<file path="src/hw/port_b_consts.vh">
// constants for the eight-bit port with change detection
`ifndef PORT_B_CONSTS_VH
`define PORT_B_CONSTS_VH
`define PORT_WIDTH 8
`define DIRECTION_RESET 8'hff
`define ANALOG_RESET 8'hff
`define PULLUP_RESET 8'hff
`define CHANGE_EN_RESET 8'h00
`define IRQ_ENABLE_RESET 1'b0
`define LATCH_RESET 8'h00
`define GLOBAL_PULLUP_DISABLE_RESET 1'b1
`define OPTION_PULLUP_BIT 7
`define INTERRUPT_CONTROL_FLAG_BIT 0
`define INTERRUPT_CONTROL_ENABLE_BIT 3
`endif

</file>
<file path="src/hw/pin_sync.v">
// two-flop synchroniser for the pin levels
`timescale 1ns/1ps
module pin_sync #(
  parameter WIDTH = 8
) (
  input wire core_clk_in,
  input wire [WIDTH-1:0] async_in,
  output wire [WIDTH-1:0] sync_out
);
  reg [WIDTH-1:0] stage1_r;
  reg [WIDTH-1:0] stage2_r;

  // no reset: pins are sampled continuously, stage1 feeds stage2 only
  always @(posedge core_clk_in) begin
    stage1_r <= async_in;
    stage2_r <= stage1_r;
  end

  assign sync_out = stage2_r;
endmodule

</file>
<file path="src/hw/pin_cell.v">
// per-pin driver, pull-up and input qualification for one port pin
`timescale 1ns/1ps
module pin_cell (
  input wire direction_in,
  input wire latch_in,
  input wire analog_in,
  input wire pullup_en_in,
  input wire global_pullup_disable_in,
  input wire sync_level_in,
  output wire drive_out,
  output wire drive_en_out,
  output wire pullup_out,
  output wire digital_level_out
);
  // output driver works regardless of analog selection
  assign drive_en_out = ~direction_in;
  assign drive_out = latch_in;
  // pull-up only on inputs, digital pins, and with global enable
  assign pullup_out = pullup_en_in & direction_in & ~analog_in &
                      ~global_pullup_disable_in;
  assign digital_level_out = sync_level_in & ~analog_in;
endmodule

</file>
<file path="src/hw/port_b_gpio.v">
// eight-bit bidirectional port with weak pull-ups and change interrupt
// Notes on behaviour
// - direction one tri-states the pin driver
// - direction zero drives latch onto pin
// - reads return pins, writes update latch
// - writes are read-modify-write of pin levels
// - analog-selected pins read as zero
// - analog selection leaves digital output working
// - eight individual weak pull-up enables
// - pull-up off whenever pin is output
// - power-on reset disables all pull-ups globally
// - per-pin change enables, off after power-on
// - compare enabled pins with last-read value
// - OR mismatches to set change flag
// - change interrupt can wake from sleep
// - persisting mismatch keeps setting the flag
// - last-read latch survives pin and brown-out reset
// - change during read sample still sets flag
// - analog disables input, pull-up, change detect
// - pull-ups need global disable bit cleared
`timescale 1ns/1ps
`include "port_b_consts.vh"
module port_b_gpio (
  // clock and resets
  input wire core_clk_in,
  input wire reset_in,
  input wire soft_reset_in,
  // pins
  input wire [7:0] port_b_pins_in,
  output reg [7:0] port_b_pins_out,
  output reg [7:0] port_b_pins_oe_out,
  output reg [7:0] pullup_on_out,
  // port data access
  input wire port_read_in,
  input wire port_write_in,
  input wire [7:0] write_data_in,
  input wire [7:0] write_mask_in,
  output reg [7:0] read_data_out,
  // configuration writes
  input wire direction_write_in,
  input wire [7:0] direction_data_in,
  input wire analog_write_in,
  input wire [7:0] analog_data_in,
  input wire pullup_write_in,
  input wire [7:0] pullup_data_in,
  input wire change_en_write_in,
  input wire [7:0] change_en_data_in,
  input wire option_write_in,
  input wire global_pullup_disable_in,
  input wire interrupt_control_write_in,
  input wire change_irq_enable_in,
  input wire port_change_flag_in,
  // configuration and status
  output reg [7:0] port_b_direction_out,
  output reg [7:0] analog_select_high_out,
  output reg [7:0] pullup_enable_bits_out,
  output reg [7:0] change_irq_enable_bits_out,
  output reg global_pullup_disable_out,
  output reg change_irq_enable_out,
  output reg port_change_flag_out,
  output reg irq_request_out,
  output reg wake_out
);
  // reset_in is power-on; soft_reset_in is the external-pin or brown-out reset
  wire any_reset = reset_in | soft_reset_in;

  reg [7:0] direction_r;
  reg [7:0] analog_r;
  reg [7:0] pullup_r;
  reg [7:0] change_en_r;
  reg [7:0] latch_r;
  reg [7:0] last_read_r;
  reg global_disable_r;
  reg irq_en_r;
  reg flag_r;
  reg flag_nxt;
  reg [7:0] direction_nxt;
  reg [7:0] analog_nxt;
  reg [7:0] pullup_nxt;
  reg [7:0] change_en_nxt;
  reg [7:0] latch_nxt;
  reg [7:0] last_read_nxt;
  reg [7:0] read_data_nxt;
  reg global_disable_nxt;
  reg irq_en_nxt;

  wire [7:0] sync_levels;
  wire [7:0] digital_levels;
  wire [7:0] drive;
  wire [7:0] drive_en;
  wire [7:0] pullups;

  pin_sync #(
    .WIDTH(`PORT_WIDTH)
  ) u_sync (
    .core_clk_in(core_clk_in),
    .async_in(port_b_pins_in),
    .sync_out(sync_levels)
  );

  genvar g;
  generate
    for (g = 0; g < `PORT_WIDTH; g = g + 1) begin : g_pin
      pin_cell u_cell (
        .direction_in(direction_r[g]),
        .latch_in(latch_r[g]),
        .analog_in(analog_r[g]),
        .pullup_en_in(pullup_r[g]),
        .global_pullup_disable_in(global_disable_r),
        .sync_level_in(sync_levels[g]),
        .drive_out(drive[g]),
        .drive_en_out(drive_en[g]),
        .pullup_out(pullups[g]),
        .digital_level_out(digital_levels[g])
      );
    end
  endgenerate

  // analog pins never report a change
  wire [7:0] mismatch = (digital_levels ^ last_read_r) & change_en_r &
                        ~analog_r;
  wire any_mismatch = |mismatch;
  wire port_access = port_read_in | port_write_in;

  // configuration registers: each strobe loads its data word, otherwise it holds
  // only power-on resets them, the pin and brown-out resets keep the setup
  always @* begin
    direction_nxt = direction_r;
    if (direction_write_in) begin
      direction_nxt = direction_data_in;
    end
  end

  always @(posedge core_clk_in) begin
    if (reset_in) begin
      direction_r <= `DIRECTION_RESET;
    end else begin
      direction_r <= direction_nxt;
    end
  end

  always @* begin
    analog_nxt = analog_r;
    if (analog_write_in) begin
      analog_nxt = analog_data_in;
    end
  end

  always @(posedge core_clk_in) begin
    if (reset_in) begin
      analog_r <= `ANALOG_RESET;
    end else begin
      analog_r <= analog_nxt;
    end
  end

  always @* begin
    pullup_nxt = pullup_r;
    if (pullup_write_in) begin
      pullup_nxt = pullup_data_in;
    end
  end

  always @(posedge core_clk_in) begin
    if (reset_in) begin
      pullup_r <= `PULLUP_RESET;
    end else begin
      pullup_r <= pullup_nxt;
    end
  end

  always @* begin
    change_en_nxt = change_en_r;
    if (change_en_write_in) begin
      change_en_nxt = change_en_data_in;
    end
  end

  always @(posedge core_clk_in) begin
    if (reset_in) begin
      change_en_r <= `CHANGE_EN_RESET;
    end else begin
      change_en_r <= change_en_nxt;
    end
  end

  always @* begin
    global_disable_nxt = global_disable_r;
    if (option_write_in) begin
      global_disable_nxt = global_pullup_disable_in;
    end
  end

  always @(posedge core_clk_in) begin
    if (reset_in) begin
      global_disable_r <= `GLOBAL_PULLUP_DISABLE_RESET;
    end else begin
      global_disable_r <= global_disable_nxt;
    end
  end

  always @* begin
    irq_en_nxt = irq_en_r;
    if (interrupt_control_write_in) begin
      irq_en_nxt = change_irq_enable_in;
    end
  end

  always @(posedge core_clk_in) begin
    if (reset_in) begin
      irq_en_r <= `IRQ_ENABLE_RESET;
    end else begin
      irq_en_r <= irq_en_nxt;
    end
  end

  // output latch: a write merges selected bits into the pin levels read back
  // an output pin with analog selected reads back zero, so a write can clear it
  always @* begin
    latch_nxt = latch_r;
    if (port_write_in) begin
      latch_nxt = (digital_levels & ~write_mask_in) |
                  (write_data_in & write_mask_in);
    end
  end

  always @(posedge core_clk_in) begin
    if (reset_in) begin
      latch_r <= `LATCH_RESET;
    end else begin
      latch_r <= latch_nxt;
    end
  end

  // last-read latch: cleared only by power-on, so the other resets keep it
  // a pin moving in the same cycle as the access still mismatches the old value and sets the flag
  always @* begin
    last_read_nxt = last_read_r;
    if (port_access) begin
      last_read_nxt = digital_levels;
    end
  end

  always @(posedge core_clk_in) begin
    if (reset_in) begin
      last_read_r <= `LATCH_RESET;
    end else begin
      last_read_r <= last_read_nxt;
    end
  end

  // software clears the flag by writing zero and may also set it by writing one
  wire flag_clear = interrupt_control_write_in & ~port_change_flag_in;
  wire flag_load_one = interrupt_control_write_in & port_change_flag_in;

  // flag: mismatch sets it every cycle and beats a software clear
  always @* begin
    flag_nxt = flag_r;
    if (flag_clear) begin
      flag_nxt = 1'b0;
    end
    if (flag_load_one) begin
      flag_nxt = 1'b1;
    end
    if (any_mismatch) begin
      flag_nxt = 1'b1;
    end
  end

  always @(posedge core_clk_in) begin
    if (any_reset) begin
      flag_r <= 1'b0;
    end else begin
      flag_r <= flag_nxt;
    end
  end

  // pin-side outputs come straight from flops so the pads never see a glitch
  always @(posedge core_clk_in) begin
    if (reset_in) begin
      port_b_pins_out <= 8'h00;
      port_b_pins_oe_out <= 8'h00;
      pullup_on_out <= 8'h00;
    end else begin
      port_b_pins_out <= drive;
      port_b_pins_oe_out <= drive_en;
      pullup_on_out <= pullups;
    end
  end

  // read data holds the levels captured at the last port read
  always @* begin
    read_data_nxt = read_data_out;
    if (port_read_in) begin
      read_data_nxt = digital_levels;
    end
  end

  always @(posedge core_clk_in) begin
    if (reset_in) begin
      read_data_out <= 8'h00;
    end else begin
      read_data_out <= read_data_nxt;
    end
  end

  // configuration mirrors lag the working registers by one clock
  always @(posedge core_clk_in) begin
    if (reset_in) begin
      port_b_direction_out <= `DIRECTION_RESET;
      analog_select_high_out <= `ANALOG_RESET;
      pullup_enable_bits_out <= `PULLUP_RESET;
      change_irq_enable_bits_out <= `CHANGE_EN_RESET;
      global_pullup_disable_out <= `GLOBAL_PULLUP_DISABLE_RESET;
      change_irq_enable_out <= `IRQ_ENABLE_RESET;
    end else begin
      port_b_direction_out <= direction_r;
      analog_select_high_out <= analog_r;
      pullup_enable_bits_out <= pullup_r;
      change_irq_enable_bits_out <= change_en_r;
      global_pullup_disable_out <= global_disable_r;
      change_irq_enable_out <= irq_en_r;
    end
  end

  // request and wake share one gate: the change interrupt enable
  // wake needs only an enabled change, not the global interrupt enable
  wire irq_nxt = flag_r & irq_en_r;
  wire wake_nxt = flag_r & irq_en_r;

  always @(posedge core_clk_in) begin
    if (reset_in) begin
      port_change_flag_out <= 1'b0;
      irq_request_out <= 1'b0;
      wake_out <= 1'b0;
    end else begin
      port_change_flag_out <= flag_r;
      irq_request_out <= irq_nxt;
      wake_out <= wake_nxt;
    end
  end
endmodule

</file>
<file path="config.mk">
export PLATFORM = sky130hd
export DESIGN_NAME = port_b_gpio
export DESIGN_NICKNAME = d
export VERILOG_FILES = /design/src/hw/pin_sync.v /design/src/hw/pin_cell.v /design/src/hw/port_b_gpio.v
export VERILOG_INCLUDE_DIRS = /design/src /design/src/hw
export SDC_FILE = /design/constraint.sdc
export NUM_CORES = 1
export LEC_CHECK = 0
export ABC_AREA = 1
export BUFFER_PORTS_ARGS = -buffer_cell sky130_fd_sc_hd__buf_2
export CAP_MARGIN = 20
export CORE_ASPECT_RATIO = 0.5
export CORE_MARGIN = 2
export CORE_UTILIZATION = 47
export CTS_BUF_LIST = sky130_fd_sc_hd__clkbuf_2
export DETAILED_ROUTE_END_ITERATION = 8
export PLACE_DENSITY = 0.78
export SYNTH_ARGS = -nofsm -noshare
export SYNTH_HDL_FRONTEND = slang
export SYNTH_SLANG_ARGS = --single-unit
</file>
<file path="constraint.sdc">
create_clock -name core_clk_in -period 0.9 [get_ports core_clk_in]
set_clock_uncertainty 0.15 [all_clocks]
set_input_delay 0.09 -clock core_clk_in [delete_from_list [all_inputs] [get_ports core_clk_in]]
set_output_delay 0.09 -clock core_clk_in [all_outputs]
set_load 0.01 [all_outputs]
</file>
==> impl_metrics.yaml <==
clocking:
  cts.sinks: 135
  cts_tree: "yes"
  clock_latency_ns: 0.71
  cts_root_buf: "clkbuf_2"
  cts_buffers: 17
  htree_levels: 4
  clk_pin_slew_worst_paths_ns: 0.22
  clockBufferDepth: 2
setup_path:
  cp-startpoint: "analog_select_high_out[7]"
  setup.worst_path.end_class: "output port"
  cp_max_fo: 1
  crit_cells: 1
  crit_end: "analog_select_high_out[7]"
  cpPeakStageDelay_ns: 0.40
  r2r-start: "last_read_r[7]"
  path_cells: "buf_2"
  cp.required_ns: 0.66
  r2r_end: "flag_r"
  startpoint_type: "flop"
  r2r_slack_ns: -0.45
  crit_buf_inv: 1
  crit_path_top_delay_cell: "dfxtp_1"
  worstPathArrival_ns: 1.25
  cp_top_family: "flip-flops"
  reg2reg_depth: 8
  worstSetupPathType: "flop to output port"
cells_and_area:
  utilization_pct: 80.9
  final_cell_area_um2: 7150
  area_growth_pct: 65.1
  finalNetCount: 810
  drive_above_1_share_pct: 51.3
synthesis:
  synth_flop_cell: "dfxtp_1"
  yosys_warnings: 0
  synth_common_cells: "135 x dfxtp_1, 74 x nand2_1, 73 x inv_1"
  synth_area_leaders: "dfxtp_1 62%, nand2_1 6.4%, inv_1 6.3%"
  yosysMostFrequentCell: "dfxtp_1"
  synth_top_area_cell: "dfxtp_1"
  syn_nets: 555
  synth_area_um2: 4330
  synth_top_cell_area_share_pct: 62.4
  ys_ff_latch: 135
  netlist_instances: 485
  yosysSeqAreaShare_pct: 62.4
  async_reset_ff_share_pct: 0
  synth-edff-count: 0
  synth_area_per_cell_um2: 8.93
  ys_types: 26
power_and_ir_drop:
  p_per_area_nw_per_um2: 1820
  peakVddDrop_mv: 1.31
  p_sw_share_pct: 26.6
  p_seq_share_pct: 50.2
  p_int_w: 0.00954
  power.share.clock_pct: 36.0
  p_switching_w: 0.00345
  leakage_nw: 3.23
  p_comb_share_pct: 13.9
min_path:
  hp-class: "primary input to flop"
  worstHoldStart: "direction_data_in[5]"
timing:
  tns_ns: -45.93
  hold_viol: 5
  fmax_mhz: 670
  worst_slack_ns: -0.593
  setup_violations: 158
  finalMaxSlewViolations: 0
  relSlewSlack_pct: 68.3
  hold-worst-slack_ns: -0.0306
  tightest_slew_ns: 0.474
  finalCriticalPeriod_ns: 1.49
  period_share_pct: 166
  rsz0062_at_grt: "true"
grt:
  grt_max_degree: 22
  antenna_found_initial: 1
  grtUsageTotal_pct: 26.8
  grt_pass1_vias: 4335
  grt_overflow: 0
  grt_pass1_wl_um: 20500
run_status:
  failed_checks: "hold timing, setup timing"
  status: "finished, violations left"
placement:
  hpwlAfterDp_um: 7400
  postPlaceCellArea_um2: 5300
  place.gp.congestion: 0.915
  portBuffers: 138
route:
  drt-vias-per-instance: 5.29
  drc: 0
  drt_iter0_markers: 440
  wl_um: 16300
  vias: 4606
  wl_per_cell_um: 18.7
  drtPass1Iterations: 5
  detail-route-antenna-nets: 0
floorplan:
  rows: 24
  die_x_um: 140
  die_area_um2: 10000
  io_pins: 139
  die_height_um: 71.9
  initial_core_util_pct: 49.0
  core_um2: 8830
flow_run:
  drv_cap: 0
[cell usage in the layout, fill, tap and decap left out, types with 7 or more instances in the layout]
master / instances
o21ai_0: 23
nor2_4: 12
dfxtp_2: 58
dfxtp_1: 71
o21ai_1: 7
buf_4: 27
nand2_1: 66
nand3_1: 17
nor2_1: 32
a21oi_1: 26
clkbuf_2: 17
inv_2: 28
a21oi_2: 15
nand3_2: 9
nand2_2: 9
buf_2: 102
dlygate4sd3_1: 77
buf_6: 47
o21ai_2: 16
inv_1: 42
[through the flow]
| stage | setup slack, ns | instances | power, W |
|---|---|---|---|
| global placement | -0.241 | 750 | 0.00761 |
| global route | -0.724 | 871 | 0.0134 |
| CTS | -0.547 | 864 | 0.0125 |
| floorplan | -0.0857 | 485 | 0.00711 |
| detailed placement | -0.254 | 750 | 0.00764 |
| finish | -0.593 | 871 | 0.0130 |
[layout make-up]
class	instances	area, µm²
Sequential cell	135	2800
Clock buffer	17	85.1
Clock inverter	15	233
Fill cell	494	1680
Antenna cell	1	2.50
Multi-Input combinational cell	256	1520
Tap cell	117	146
Timing Repair Buffer	256	2070
Inverter	74	289
[power by group through the flow]
stage | registers (W) | logic, W | clock network (W)
floorplan | 0.00660 | 0.000516 | 0
global placement | 0.00655 | 0.00106 | 0
detailed placement | 0.00655 | 0.00108 | 0
CTS | 0.00646 | 0.00146 | 0.00460
global route | 0.00654 | 0.00190 | 0.00500
finish | 0.00651 | 0.00180 | 0.00467
[how the worst min path moves through the flow]
stage / slack [ns] / endpoint / cells past startpoint
2_1_floorplan: -0.03 / u_sync.stage1_r[0] / 0
3_3_place_gp: 0.04 / u_sync.stage1_r[2] / 1
3_5_place_dp: 0.04 / u_sync.stage1_r[1] / 1
4_1_cts: -0.08 / global_disable_r / 3
5_1_grt: -0.09 / pullup_r[7] / 4
6_report: -0.03 / direction_r[5] / 4
[cells by family after synthesis]
| kind of cell | synth area share, % |
|---|---|
| simple gates | 16.6 |
| compound gates | 11.0 |
| flops | 62.4 |
| buf+inv | 9.97 |
[per-layer routing]
layer	up-vias	global-route usage, %	wire, µm
met1	2100	28.7	6100
li1	2033	-	-
met5	-	0	0
met3	116	8.22	1580
met2	357	47.0	7680
met4	0	17.3	967
[sequential cells by signal, summed over array words and instances (netlist names), 8 cells and up]
name / count
u_sync.sync_out: 8
last_read_r: 8
analog_select_high_out: 8
u_sync.stage1_r: 8
latch_r: 8
port_b_direction_out: 8
pullup_on_out: 8
read_data_out: 8
change_en_r: 8
pullup_enable_bits_out: 8
port_b_pins_oe_out: 8
analog_r: 8
change_irq_enable_bits_out: 8
port_b_pins_out: 8
pullup_r: 8
direction_r: 8
[what timing repair did]
item | in CTS | in global routing
cloned | 0 | 0
pin swaps | 25 | 22
setup buffers | 5 | 8
resized for setup | 97 | 129
setup endpoints to repair | 109 | 142
hold endpoints to repair | 127 | 119
hold buffers | 77 | 1
Power figures use the tool's default switching activity.
